**config.mk**
```make
export PLATFORM = sky130hd
export DESIGN_NAME = iajd_core
export DESIGN_NICKNAME = d
export VERILOG_FILES = /design/src/hw/iajd_pkg.sv /design/src/hw/iajd_data_ram.sv /design/src/hw/iajd_core.sv
export SDC_FILE = /design/constraint.sdc
export NUM_CORES = 1
export LEC_CHECK = 0
export ABC_AREA = 0
export BUFFER_PORTS_ARGS = -buffer_cell sky130_fd_sc_hd__clkbuf_2
export CAP_MARGIN = 20
export CORE_ASPECT_RATIO = 2
export CORE_UTILIZATION = 65
export CTS_BUF_LIST = sky130_fd_sc_hd__clkbuf_4
export DETAILED_ROUTE_END_ITERATION = 6
export GPL_TIMING_DRIVEN = 1
export PLACE_DENSITY = 0.86
export SLEW_MARGIN = 40
export SYNTH_ARGS = -nofsm -noshare
export SYNTH_HDL_FRONTEND = slang
export SYNTH_HIERARCHICAL = 1
export SYNTH_SLANG_ARGS = --single-unit
```
**constraint.sdc**
```tcl
create_clock -name core_clk_i -period 9.8 [get_ports core_clk_i]
set_input_delay 2.94 -clock core_clk_i [delete_from_list [all_inputs] [get_ports core_clk_i]]
set_output_delay 2.94 -clock core_clk_i [all_outputs]
set_load 0.1 [all_outputs]
```
**src/hw/iajd_pkg.sv**
```systemverilog
package iajd_pkg;

   ////////////////////////////////////////////////////////////////////////////////
   // Widths
   localparam int INSTR_W = 16;
   localparam int PC_W = 11;
   localparam int NIB_W = 4;
   localparam int ADDR_W = 7;
   localparam int RAM_DEPTH = 128;

   ////////////////////////////////////////////////////////////////////////////////
   // Field positions
   localparam int INC_OP_LSB = 7;
   localparam int BIT0_OP_LSB = 12;
   localparam int JUMP5_OP_LSB = 11;

   // Opcode patterns, aligned to the low end of their fields
   localparam logic [8:0] INC_PATTERN = 9'h0_94;
   localparam logic [3:0] JUMP_ON_BIT0_PATTERN = 4'h8;
   localparam logic [4:0] JUMP_ON_BIT1_PATTERN = 5'h1_2;
   localparam logic [4:0] JUMP_ON_BIT2_PATTERN = 5'h1_4;
   localparam logic [4:0] JUMP_ON_BIT3_PATTERN = 5'h1_6;
   localparam logic [4:0] JUMP_ON_CARRY_PATTERN = 5'h1_E;
   localparam logic [4:0] ABSOLUTE_JUMP_PATTERN = 5'h0_E;
   localparam logic [4:0] JUMP_ON_NO_CARRY_PATTERN = 5'h1_A;
   localparam logic [4:0] JUMP_ON_NONZERO_PATTERN = 5'h1_8;

   ////////////////////////////////////////////////////////////////////////////////
   // Reset values and arithmetic constants
   localparam logic [PC_W-1:0] PC_RESET = 11'h000;
   localparam logic [NIB_W-1:0] ACC_RESET = 4'h0;
   localparam logic [NIB_W-1:0] NIB_ONE = 4'h1;
   localparam logic [NIB_W-1:0] NIB_MAX = 4'hF;
   localparam logic [NIB_W-1:0] NIB_ZERO = 4'h0;
   localparam logic [PC_W-1:0] PC_ONE = 11'h001;

   // Machine cycles per instruction, one core clock each
   localparam int MACHINE_CYCLES = 1;

   ////////////////////////////////////////////////////////////////////////////////
   // Instruction classes handled here
   typedef enum logic [3:0] {
      OP_NONE = 4'b0000,
      OP_INC = 4'b0001,
      OP_JUMP_ON_BIT0 = 4'b0010,
      OP_JUMP_ON_BIT1 = 4'b0011,
      OP_JUMP_ON_BIT2 = 4'b0100,
      OP_JUMP_ON_BIT3 = 4'b0101,
      OP_JUMP_ON_CARRY = 4'b0110,
      OP_ABSOLUTE_JUMP = 4'b0111,
      OP_JUMP_ON_NO_CARRY = 4'b1000,
      OP_JUMP_ON_NONZERO = 4'b1001,
      OP_OTHER = 4'b1010
   } iajd_op_t;

endpackage : iajd_pkg

```
**src/hw/iajd_data_ram.sv**
```systemverilog
`timescale 1ns/1ps
module iajd_data_ram (
   input wire logic core_clk_i, // Core clock
   input wire logic we_i, // Write strobe
   input wire logic [iajd_pkg::ADDR_W-1:0] wr_addr_i, // Write address
   input wire logic [iajd_pkg::NIB_W-1:0] wr_data_i, // Write nibble
   input wire logic [iajd_pkg::ADDR_W-1:0] rd_a_addr_i, // Execute read address
   output logic [iajd_pkg::NIB_W-1:0] rd_a_data_o, // Execute read nibble
   input wire logic [iajd_pkg::ADDR_W-1:0] rd_b_addr_i, // Observe read address
   output logic [iajd_pkg::NIB_W-1:0] rd_b_data_o // Observe read nibble
);

   ////////////////////////////////////////////////////////////////////////////////
   // Storage; no reset, contents are undefined until written
   logic [iajd_pkg::NIB_W-1:0] mem_q [iajd_pkg::RAM_DEPTH];

   // Write port, one nibble per clock
   always_ff @(posedge core_clk_i) begin
      if (we_i) begin
         mem_q[wr_addr_i] <= wr_data_i;
      end
   end

   // Asynchronous reads so a read-modify-write fits in one clock
   assign rd_a_data_o = mem_q[rd_a_addr_i];
   assign rd_b_data_o = mem_q[rd_b_addr_i];

endmodule : iajd_data_ram

```
**src/hw/iajd_core.sv**
```systemverilog
`timescale 1ns/1ps
module iajd_core (
   input wire logic core_clk_i, // Core clock, 200 MHz
   input wire logic rst_i, // Asynchronous reset, active high
   input wire logic [iajd_pkg::INSTR_W-1:0] instr_i, // Instruction word from program memory
   input wire logic instr_valid_i, // Instruction word present this cycle
   input wire logic ext_load_i, // Load accumulator and flags from outside
   input wire logic [iajd_pkg::NIB_W-1:0] ext_acc_i, // Accumulator value to load
   input wire logic ext_carry_i, // Carry value to load
   input wire logic ext_zero_i, // Zero value to load
   input wire logic ext_ram_we_i, // Outside write into data memory
   input wire logic [iajd_pkg::ADDR_W-1:0] ext_ram_addr_i, // Outside write address
   input wire logic [iajd_pkg::NIB_W-1:0] ext_ram_data_i, // Outside write nibble
   input wire logic [iajd_pkg::ADDR_W-1:0] obs_ram_addr_i, // Observation read address
   output logic [iajd_pkg::PC_W-1:0] pc_o, // Program counter
   output logic [iajd_pkg::NIB_W-1:0] working_nibble_reg_o, // Accumulator
   output logic carry_flag_o, // Carry flag
   output logic zero_flag_o, // Zero flag
   output logic exec_done_o, // Pulse: an instruction retired
   output logic jump_taken_o, // Pulse: the retired jump was taken
   output logic unsupported_o, // Pulse: word not handled here, counter advanced
   output logic mem_wr_o, // Pulse: increment wrote data memory
   output logic [iajd_pkg::ADDR_W-1:0] mem_wr_addr_o, // Address of that write
   output logic [iajd_pkg::NIB_W-1:0] mem_wr_data_o, // Nibble of that write
   output logic [iajd_pkg::NIB_W-1:0] obs_ram_data_o // Registered observation nibble
);

   ////////////////////////////////////////////////////////////////////////////////
   // Functions

   // Classify one instruction word; patterns do not overlap
   function automatic iajd_pkg::iajd_op_t decode_op(
      input logic [iajd_pkg::INSTR_W-1:0] word,
      input logic valid
   );
      logic [4:0] top5;
      logic [3:0] top4;
      logic [8:0] top9;
      iajd_pkg::iajd_op_t op;
      top5 = word[iajd_pkg::INSTR_W-1:iajd_pkg::JUMP5_OP_LSB];
      top4 = word[iajd_pkg::INSTR_W-1:iajd_pkg::BIT0_OP_LSB];
      top9 = word[iajd_pkg::INSTR_W-1:iajd_pkg::INC_OP_LSB];
      op = iajd_pkg::OP_OTHER;
      if (!valid) begin
         op = iajd_pkg::OP_NONE;
      end else if (top9 == iajd_pkg::INC_PATTERN) begin
         op = iajd_pkg::OP_INC;
      end else if (top4 == iajd_pkg::JUMP_ON_BIT0_PATTERN) begin
         op = iajd_pkg::OP_JUMP_ON_BIT0;
      end else if (top5 == iajd_pkg::JUMP_ON_BIT1_PATTERN) begin
         op = iajd_pkg::OP_JUMP_ON_BIT1;
      end else if (top5 == iajd_pkg::JUMP_ON_BIT2_PATTERN) begin
         op = iajd_pkg::OP_JUMP_ON_BIT2;
      end else if (top5 == iajd_pkg::JUMP_ON_BIT3_PATTERN) begin
         op = iajd_pkg::OP_JUMP_ON_BIT3;
      end else if (top5 == iajd_pkg::JUMP_ON_CARRY_PATTERN) begin
         op = iajd_pkg::OP_JUMP_ON_CARRY;
      end else if (top5 == iajd_pkg::ABSOLUTE_JUMP_PATTERN) begin
         op = iajd_pkg::OP_ABSOLUTE_JUMP;
      end else if (top5 == iajd_pkg::JUMP_ON_NO_CARRY_PATTERN) begin
         op = iajd_pkg::OP_JUMP_ON_NO_CARRY;
      end else if (top5 == iajd_pkg::JUMP_ON_NONZERO_PATTERN) begin
         op = iajd_pkg::OP_JUMP_ON_NONZERO;
      end
      return op;
   endfunction : decode_op

   // Branch condition for each jump class; non-jumps never branch
   function automatic logic jump_cond(
      input iajd_pkg::iajd_op_t op,
      input logic [iajd_pkg::NIB_W-1:0] acc,
      input logic carry
   );
      logic take;
      take = 1'b0;
      unique case (op)
         iajd_pkg::OP_JUMP_ON_BIT0: take = acc[0];
         iajd_pkg::OP_JUMP_ON_BIT1: take = acc[1];
         iajd_pkg::OP_JUMP_ON_BIT2: take = acc[2];
         iajd_pkg::OP_JUMP_ON_BIT3: take = acc[3];
         iajd_pkg::OP_JUMP_ON_CARRY: take = carry;
         iajd_pkg::OP_ABSOLUTE_JUMP: take = 1'b1;
         iajd_pkg::OP_JUMP_ON_NO_CARRY: take = ~carry;
         iajd_pkg::OP_JUMP_ON_NONZERO: take = (acc != iajd_pkg::NIB_ZERO);
         default: take = 1'b0;
      endcase
      return take;
   endfunction : jump_cond

   ////////////////////////////////////////////////////////////////////////////////
   // Registers
   logic [iajd_pkg::PC_W-1:0] pc_q;
   logic [iajd_pkg::PC_W-1:0] pc_d;
   logic [iajd_pkg::NIB_W-1:0] acc_q;
   logic [iajd_pkg::NIB_W-1:0] acc_d;
   logic carry_q;
   logic carry_d;
   logic zero_q;
   logic zero_d;
   logic done_q;
   logic taken_q;
   logic unsup_q;
   logic mem_wr_q;
   logic [iajd_pkg::ADDR_W-1:0] mem_wr_addr_q;
   logic [iajd_pkg::NIB_W-1:0] mem_wr_data_q;
   logic [iajd_pkg::NIB_W-1:0] obs_data_q;

   ////////////////////////////////////////////////////////////////////////////////
   // Decode
   iajd_pkg::iajd_op_t op_w;
   logic is_inc_w;
   logic is_jump_w;
   logic is_other_w;
   logic take_w;
   logic [iajd_pkg::PC_W-1:0] jump_target_field;
   logic [iajd_pkg::ADDR_W-1:0] memory_address_field;

   // Operand fields sit in the low bits of the word
   assign op_w = decode_op(instr_i, instr_valid_i);
   assign jump_target_field = instr_i[iajd_pkg::PC_W-1:0];
   assign memory_address_field = instr_i[iajd_pkg::ADDR_W-1:0];
   assign is_inc_w = (op_w == iajd_pkg::OP_INC);
   assign is_other_w = (op_w == iajd_pkg::OP_OTHER);
   assign is_jump_w = instr_valid_i & ~is_inc_w & ~is_other_w;
   // Condition uses the state before this instruction retires
   assign take_w = jump_cond(op_w, acc_q, carry_q);

   ////////////////////////////////////////////////////////////////////////////////
   // Increment datapath
   logic [iajd_pkg::NIB_W-1:0] ram_rd_w;
   logic [iajd_pkg::NIB_W-1:0] inc_sum_w;
   logic inc_carry_w;
   logic inc_zero_w;

   // Four-bit sum wraps naturally; carry is the wrap from fifteen
   assign inc_sum_w = ram_rd_w + iajd_pkg::NIB_ONE;
   assign inc_carry_w = (ram_rd_w == iajd_pkg::NIB_MAX);
   assign inc_zero_w = (inc_sum_w == iajd_pkg::NIB_ZERO);

   ////////////////////////////////////////////////////////////////////////////////
   // Data memory write arbitration
   logic ram_we_w;
   logic ext_ram_ok_w;
   logic [iajd_pkg::ADDR_W-1:0] ram_wr_addr_w;
   logic [iajd_pkg::NIB_W-1:0] ram_wr_data_w;

   // The instruction owns the cycle; outside writes only land when idle
   assign ext_ram_ok_w = ext_ram_we_i & ~instr_valid_i;
   assign ram_we_w = is_inc_w | ext_ram_ok_w;
   assign ram_wr_addr_w = is_inc_w ? memory_address_field : ext_ram_addr_i;
   assign ram_wr_data_w = is_inc_w ? inc_sum_w : ext_ram_data_i;

   logic [iajd_pkg::NIB_W-1:0] obs_ram_data_w;

   iajd_data_ram u_data_ram (
      .core_clk_i (core_clk_i),
      .we_i (ram_we_w),
      .wr_addr_i (ram_wr_addr_w),
      .wr_data_i (ram_wr_data_w),
      .rd_a_addr_i (memory_address_field),
      .rd_a_data_o (ram_rd_w),
      .rd_b_addr_i (obs_ram_addr_i),
      .rd_b_data_o (obs_ram_data_w)
   );

   ////////////////////////////////////////////////////////////////////////////////
   // Next program counter
   logic [iajd_pkg::PC_W-1:0] pc_step_w;

   // Not-taken jumps, the increment and unhandled words all step by one
   assign pc_step_w = pc_q + iajd_pkg::PC_ONE;
   assign pc_d = !instr_valid_i ? pc_q :
                 (is_jump_w & take_w) ? jump_target_field : pc_step_w;

   ////////////////////////////////////////////////////////////////////////////////
   // Next accumulator and flags
   logic ext_ok_w;

   // Outside loads are for idle cycles, so they never fight an increment
   assign ext_ok_w = ext_load_i & ~instr_valid_i;
   assign acc_d = is_inc_w ? inc_sum_w : ext_ok_w ? ext_acc_i : acc_q;
   assign carry_d = is_inc_w ? inc_carry_w : ext_ok_w ? ext_carry_i : carry_q;
   assign zero_d = is_inc_w ? inc_zero_w : ext_ok_w ? ext_zero_i : zero_q;

   ////////////////////////////////////////////////////////////////////////////////
   // Architectural state, one machine cycle per instruction
   always_ff @(posedge core_clk_i or posedge rst_i) begin
      if (rst_i) begin
         pc_q <= iajd_pkg::PC_RESET;
         acc_q <= iajd_pkg::ACC_RESET;
         carry_q <= 1'b0;
         zero_q <= 1'b0;
      end else begin
         pc_q <= pc_d;
         acc_q <= acc_d;
         carry_q <= carry_d;
         zero_q <= zero_d;
      end
   end

   // Retire strobes, registered so every output comes from a flop
   always_ff @(posedge core_clk_i or posedge rst_i) begin
      if (rst_i) begin
         done_q <= 1'b0;
         taken_q <= 1'b0;
         unsup_q <= 1'b0;
         mem_wr_q <= 1'b0;
      end else begin
         done_q <= instr_valid_i;
         taken_q <= is_jump_w & take_w;
         unsup_q <= is_other_w;
         mem_wr_q <= is_inc_w;
      end
   end

   // Write report holds between increments; observation data loads every cycle
   always_ff @(posedge core_clk_i or posedge rst_i) begin
      if (rst_i) begin
         mem_wr_addr_q <= {iajd_pkg::ADDR_W{1'b0}};
         mem_wr_data_q <= iajd_pkg::NIB_ZERO;
         obs_data_q <= iajd_pkg::NIB_ZERO;
      end else begin
         if (is_inc_w) begin
            mem_wr_addr_q <= memory_address_field;
            mem_wr_data_q <= inc_sum_w;
         end
         obs_data_q <= obs_ram_data_w;
      end
   end

   ////////////////////////////////////////////////////////////////////////////////
   // Outputs
   assign pc_o = pc_q;
   assign working_nibble_reg_o = acc_q;
   assign carry_flag_o = carry_q;
   assign zero_flag_o = zero_q;
   assign exec_done_o = done_q;
   assign jump_taken_o = taken_q;
   assign unsupported_o = unsup_q;
   assign mem_wr_o = mem_wr_q;
   assign mem_wr_addr_o = mem_wr_addr_q;
   assign mem_wr_data_o = mem_wr_data_q;
   assign obs_ram_data_o = obs_data_q;

endmodule : iajd_core

```
# Word level (Yosys, flattened, before mapping)
# Memories as Yosys holds them, arrays and structs flattened. A register that Yosys moved wholly into a read port is not among the register bits.
# Index checks and enable logic that the tools add are counted.
[totals] memories=1 ff_bits=32 output_inout_bits=36 ramBits=512 word_cells=68
[op_classes] addsub=2 eq_ne=20 n_bitwise=10 reduce_logical=3 n_mux=22
[mem_list] memory="u_data_ram.mem_q" depth=128 width=4 read_ports=2 rd_clocked_by_memory_dff=1 write_ports=1 line_no="iajd_data_ram.sv:15" source="logic [iajd_pkg::NIB_W-1:0] mem_q [iajd_pkg::RAM_DEPTH];"
[ops] cell="$mux W4" n=11
[ops] cell="$eq A5 B5 Y1 const B" n=6
[ops] cell="$eq A4 B4 Y1 const B" n=5
[ops] cell="$eq A4 B3 Y1 const B" n=4
[ops] cell="$add A11 B1 Y11 const B" n=1
[ops] cell="$mux W11" n=1
[ops] cell="$eq A9 B8 Y1 const B" n=1
[ops] cell="$eq A4 B2 Y1 const B" n=2
[ops] cell="$pmux W1 S8" n=1
[ops] cell="$mux W7" n=1
[ops] cell="$mux W1" n=6
[ops] cell="$and A1 B1 Y1" n=5
[ops] cell="$eq A5 B4 Y1 const B" n=1
[ops] cell="$add A4 B1 Y4 const B" n=1
[ops] cell="$eq A4 B1 Y1 const B" n=1
[ops] cell="$logic_not A4 Y1" n=1
[ops] cell="$mux W2" n=2
[ops] cell="$not A1 Y1" n=4
[ops] cell="$reduce_bool A4 Y1" n=1
[ops] cell="$reduce_bool A2 Y1" n=1
[ops] cell="$or A1 B1 Y1" n=1

# Depth between registers and ports, before layout
[depth] word_depth=17 depth_mapped=14

# Hierarchy
# Netlist, hierarchy kept.
[modules_own_cells] mod="iajd_data_ram" seq_area_each_um2=15374.7 instances=1 cells_per_inst=1113 area_per_inst_um2=24105.6
[modules_own_cells] mod="iajd_core" seq_area_each_um2=900.9 instances=1 cells_per_inst=236 area_per_inst_um2=2058.2

# Worst setup path before layout
# OpenSTA, ideal clock, no wires.
[synth_timing] path_type="input to register" start="in instr_i[2] in the netlist's numbering" end="mem u_data_ram/mem_q[0][0] in the netlist's numbering (data pin)" path_stages=7 setup_time_ns=1.198 arrival_time_ns=10.192 path_buffers=2 path_slack_ns=-1.589 t_required_ns=8.602 cell_sequence="clkbuf_1 -> buf_1 -> mux4_2 -> mux4_2 -> mux4_2 -> mux2_2 -> o21ai_0"
[synth_via] elab_chain_len=3
[synth_lines] item="start: declaration" line_no="iajd_core.sv:5" source="input wire logic [iajd_pkg::INSTR_W-1:0] instr_i,"
[synth_lines] item="$mem_v2 Z128 W4"
[synth_lines] item="via ram_rd_w, one bit" line_no="iajd_core.sv:130" source="logic [iajd_pkg::NIB_W-1:0] ram_rd_w;"
[synth_lines] item="$add A4 B1 Y4" line_no="iajd_core.sv:136" source="assign inc_sum_w = ram_rd_w + iajd_pkg::NIB_ONE;"
[synth_lines] item="$mux W4" line_no="iajd_core.sv:151" source="assign ram_wr_data_w = is_inc_w ? inc_sum_w : ext_ram_data_i;"
[synth_lines] item="via ram_wr_data_w, one bit" line_no="iajd_core.sv:145" source="logic [iajd_pkg::NIB_W-1:0] ram_wr_data_w;"
[synth_lines] item="end: declaration" line_no="iajd_data_ram.sv:15"
# The timed path passes the listed nets, and every way through them passes these cells.

# Worst setup path after layout
[layout_timing] start="in instr_i[14] in the netlist's numbering" end="mem u_data_ram/mem_q[78][3] in the netlist's numbering, enable pin"
[layout_via] elab_cells_between_ends=24
[layout_lines] item="$eq A5 B5 Y1" line_no="iajd_core.sv:62" source="end else if (top5 == iajd_pkg::JUMP_ON_NONZERO_PATTERN) begin"
[layout_lines] item="$mux W2" line_no="iajd_core.sv:62"
[layout_lines] item="$mux W2" line_no="iajd_core.sv:60" source="end else if (top5 == iajd_pkg::JUMP_ON_NO_CARRY_PATTERN) begin"
[layout_lines] item="$mux W4" line_no="iajd_core.sv:58" source="end else if (top5 == iajd_pkg::ABSOLUTE_JUMP_PATTERN) begin"
[layout_lines] item="$mux W4" line_no="iajd_core.sv:56" source="end else if (top5 == iajd_pkg::JUMP_ON_CARRY_PATTERN) begin"
[layout_lines] item="$mux W4" line_no="iajd_core.sv:54" source="end else if (top5 == iajd_pkg::JUMP_ON_BIT3_PATTERN) begin"
[layout_lines] item="$mux W4" line_no="iajd_core.sv:52" source="end else if (top5 == iajd_pkg::JUMP_ON_BIT2_PATTERN) begin"
[layout_lines] item="$mux W4" line_no="iajd_core.sv:50" source="end else if (top5 == iajd_pkg::JUMP_ON_BIT1_PATTERN) begin"
[layout_lines] item="$mux W4" line_no="iajd_core.sv:48" source="end else if (top4 == iajd_pkg::JUMP_ON_BIT0_PATTERN) begin"
[layout_lines] item="$mux W4 *" line_no="iajd_core.sv:46" source="end else if (top9 == iajd_pkg::INC_PATTERN) begin"
[layout_lines] item="$mux W4 *" line_no="iajd_core.sv:44" source="if (!valid) begin"
[layout_lines] item="$eq A4 B1 Y1 *" line_no="iajd_core.sv:122" source="assign is_inc_w = (op_w == iajd_pkg::OP_INC);"
[layout_lines] item="$mux W7 *" line_no="iajd_core.sv:150" source="assign ram_wr_addr_w = is_inc_w ? memory_address_field : ext_ram_addr_i;"
[layout_lines] item="via ram_wr_addr_w, one bit" line_no="iajd_core.sv:144" source="logic [iajd_pkg::ADDR_W-1:0] ram_wr_addr_w;"
# The timed path passes the listed nets; every way through them passes the cells marked *.

==> impl_metrics.csv <==
group,metric,value,unit
worst_setup_path,crit_required,10.27,ns
global_routing,grt_pass1_vias,16138,
worst_setup_path,crit_path_end_kind,"flip-flop",
routing,ant_nets,0,
timing,finalHoldWorstSlack,0.501,ns
clock_tree,cts_buffers,111,
floorplan,die_x,144,um
worst_hold_path,hold_class,"reg -> reg",
clock_tree,clock_sinks,548,
synth,syn-num-nets,1396,
finish,nets,1515,
synth,netlist_top_cells_area,"edfxtp_1 (59%), mux4_2 (29%), dfrtp_1 (3.4%), nor2_1 (2.0%), nand2_1 (1.0%)",
worst_setup_path,arrival,7.28,ns
synth,synthArstFlopShare,6.57,%
timing,slew_headroom,40.4,%
placed_design,port_buffers,80,
clock_tree,ctsResizeCount,0,
timing,fin_crit_sh,69.4,%
timing,worst_pin_slew,0.888,ns
synth,synth_seq_area_share,62.2,%
global_routing,antenna_found_initial,4,
finish,final_core_util,72.3,%
synth,synth_top_flop_cell,"edfxtp_1",
power,vdd_drop_max,0.0000881,V
synth,synth_top_area_share,58.8,%
timing,finClkSkew,0.0362,ns
timing,fmax,147,MHz
synth,yosysWarnings,6,
power,p_leak,9.23,nW
worst_setup_path,cp_slowest_stage_delay,0.80,ns
timing,fin_crit,6.80,ns
worst_setup_path,cp_slowest_cell,"nor3_1",
timing,finalSetupViolations,0,
synth,syn_inst,1349,
timing,hold_violations,0,
clock_tree,cts_tree,"yes",
finish,final_cells,2085,
worst_setup_path,path_buf_inv,2,
floorplan,die_h,286,um
synth,synth_most_common_cell,"edfxtp_1",
routing,via_count,15346,
floorplan,initial_core_util,66.1,%
clock_tree,path_clk_slew,0.07,ns
placed_design,globalplace.congestion,0.888,
floorplan,rows,103,
routing,wirelength,68.4,mm
synth,synth_seq_cells,548,
worst_setup_path,path_cells,"clkbuf_2, nor4b_1, nand4_1, or2_2, inv_1, nand2_1, nand2_1, nor2b_1, nand3_1, nor3_1",
worst_setup_path,cpMostUsedCell,"nand2_1",
clock_tree,clk_latency,0.86,ns
finish,drive_gt1_share,41.5,%
timing,fin_setup_tns,0,ns
synth,netlist_area,26200,um2
clock_tree,htreeDepth,3,
routing,drc,0,
worst_setup_path,critPathLaunchType,"primary input",
routing,drt_iter0_drc,1815,
placed_design,dp_hpwl,45.3,mm
global_routing,grt_max_degree,129,
synth,ys_types,49,
clock_tree,postCtsSetupBuffers,0,
placed_design,post-place-cells,1879,
worst_setup_path,crit_family,"simple AND/OR/NAND/NOR gates",
flow_run,maxCapViolCount,0,
synth,synth-edff-count,512,
synth,yosys-top-cells-count,"edfxtp_1 (512), mux4_2 (336), nor2_1 (137)",
floorplan,coreArea,39600,um2
routing,drtPass1Iterations,7,
global_routing,track_usage,35.2,%
floorplan,ioPinCount,81,
timing,slew_violations,0,
worst_setup_path,setup.worst_path.class,"in -> reg",
routing,viasPerCell,7.36,
finish,areaGrowthSynthToFinish,9.38,%
clock_tree,ctsLongestPathBuffers,3,
clock_tree,ctsHoldBuffers,0,
global_routing,grt_overflow,0,
clock_tree,clock-root-buffer,"clkbuf_4",
floorplan,dieArea,41100,um2
synth,synth_top_area_cell,"edfxtp_1",
run_status,outcome,"finished clean",
global_routing,grt_pass1_wl,100,mm
power,p_per_area,177,nW/um2
routing,wire_per_inst,32.8,um
worst_setup_path,cp_max_fo,21,
timing,grt_setup_unrepaired,"no",
synth,synth.avg_cell_area,19.4,um2
-- flip-flops by register name (all words and copies together), names as in the netlist --
register	count
mem_wr_o	1
mem_wr_data_o	4
exec_done_o	1
obs_ram_data_o	4
zero_flag_o	1
unsupported_o	1
pc_o	11
mem_wr_addr_o	7
carry_flag_o	1
working_nibble_reg_o	4
jump_taken_o	1
u_data_ram/mem_q	512
-- cell usage in the layout (no fill, tap or decap), types with 4 or more instances in the layout --
cell | synthesis | final
mux2i_1 | 11 | 11
nor3_1 | 12 | 8
dfrtp_1 | 36 | 36
nand4_1 | 6 | 6
nor2b_1 | 12 | 12
a31oi_1 | 4 | 4
a22oi_1 | 9 | 9
clkbuf_4 | 0 | 158
nor2_1 | 137 | 137
clkbuf_2 | 0 | 75
mux2_2 | 8 | 8
nand2_1 | 71 | 67
clkinv_2 | 0 | 9
nand3_1 | 15 | 12
clkinv_1 | 0 | 28
inv_1 | 13 | 13
edfxtp_1 | 512 | 512
bufinv_16 | 0 | 4
nor3_2 | 0 | 4
o21ai_0 | 14 | 13
mux4_2 | 336 | 336
a21oi_1 | 8 | 8
buf_4 | 9 | 22
nand2b_1 | 6 | 6
-- power by group --
part | leakage (nW) | internal (mW) | switching (mW) | total, mW
Combinational | 3.32 | 0.227 | 0.501 | 0.728
Sequential | 5.04 | 2.59 | 0.0315 | 2.62
Clock | 0.875 | 0.850 | 0.868 | 1.72
Total | 9.23 | 3.67 | 1.40 | 5.07
-- path summary, 6_finish.rpt --
check                      slack, ns  cells after the start                                end                         startpoint
max                             3.00                     10  u_data_ram/mem_q[78][3]$_DFFE_PP_                        instr_i[14]
min                             0.50                      2       mem_wr_addr_o[4]$_DFFE_PP0P_       mem_wr_addr_o[4]$_DFFE_PP0P_
max reg2reg                     5.93                      9  u_data_ram/mem_q[19][2]$_DFFE_PP_  u_data_ram/mem_q[37][0]$_DFFE_PP_
min reg2reg                     0.50                      2       mem_wr_addr_o[4]$_DFFE_PP0P_       mem_wr_addr_o[4]$_DFFE_PP0P_
max in group asynchronous       7.27                      3              exec_done_o$_DFF_PP0_                              rst_i
min in group asynchronous       2.17                      3       mem_wr_data_o[3]$_DFFE_PP0P_                              rst_i
-- worst reg2reg max path: stages (launching register included) --
cell      delay (ns)
edfxtp_1        0.43
mux4_2          0.49
mux4_2          0.56
mux4_2          0.52
mux2_2          0.36
ha_1            0.26
xnor2_1         0.15
nand2_1         0.12
o21a_4          0.36
buf_4           0.39
-- per-stage QoR --
stage | instance area (um2) | total power [mW] | worst slack [ns]
6_report | 28600 | 5.07 | 3.00
3_3_place_gp | 27000 | 3.37 | 1.99
3_5_place_dp | 27100 | 3.39 | 1.90
4_1_cts | 28600 | 5.08 | 2.78
2_1_floorplan | 26200 | 3.21 | 0.607
5_1_grt | 28600 | 5.22 | 2.81
-- routing by layer --
| layer | up-vias | routed length (um) | GRT usage [%] |
|---|---|---|---|
| li1 | 6034 | - | - |
| met1 | 7757 | 19700 | 37.9 |
| met2 | 1213 | 35600 | 58.0 |
| met3 | 338 | 6560 | 7.90 |
| met4 | 4 | 6510 | 30.0 |
| met5 | - | 25 | 0 |
-- logic make-up after synthesis --
logic type | count (synthesis) | share of synthesized area (%)
multiplexers | 355 | 29.7
XOR/XNOR | 3 | 0.100
AO/OA/AOI/OAI | 57 | 1.59
adder cells (fa/ha/maj) | 2 | 0.0956
buffers and inverters | 113 | 1.89
AND/OR/NAND/NOR | 271 | 4.42
flip-flops | 548 | 62.2
-- layout make-up --
type                       instances  area (um2)
antenna                            3        7.51
tap                              525         657
inverter                          13        48.8
sequential                       548       16300
multi-input combinational        688        9480
clock buffer                     157        1180
fill                            2238       10900
timing repair buffer             106         672
clock inverter                    45         300
(Power assumes the default switching activity.)
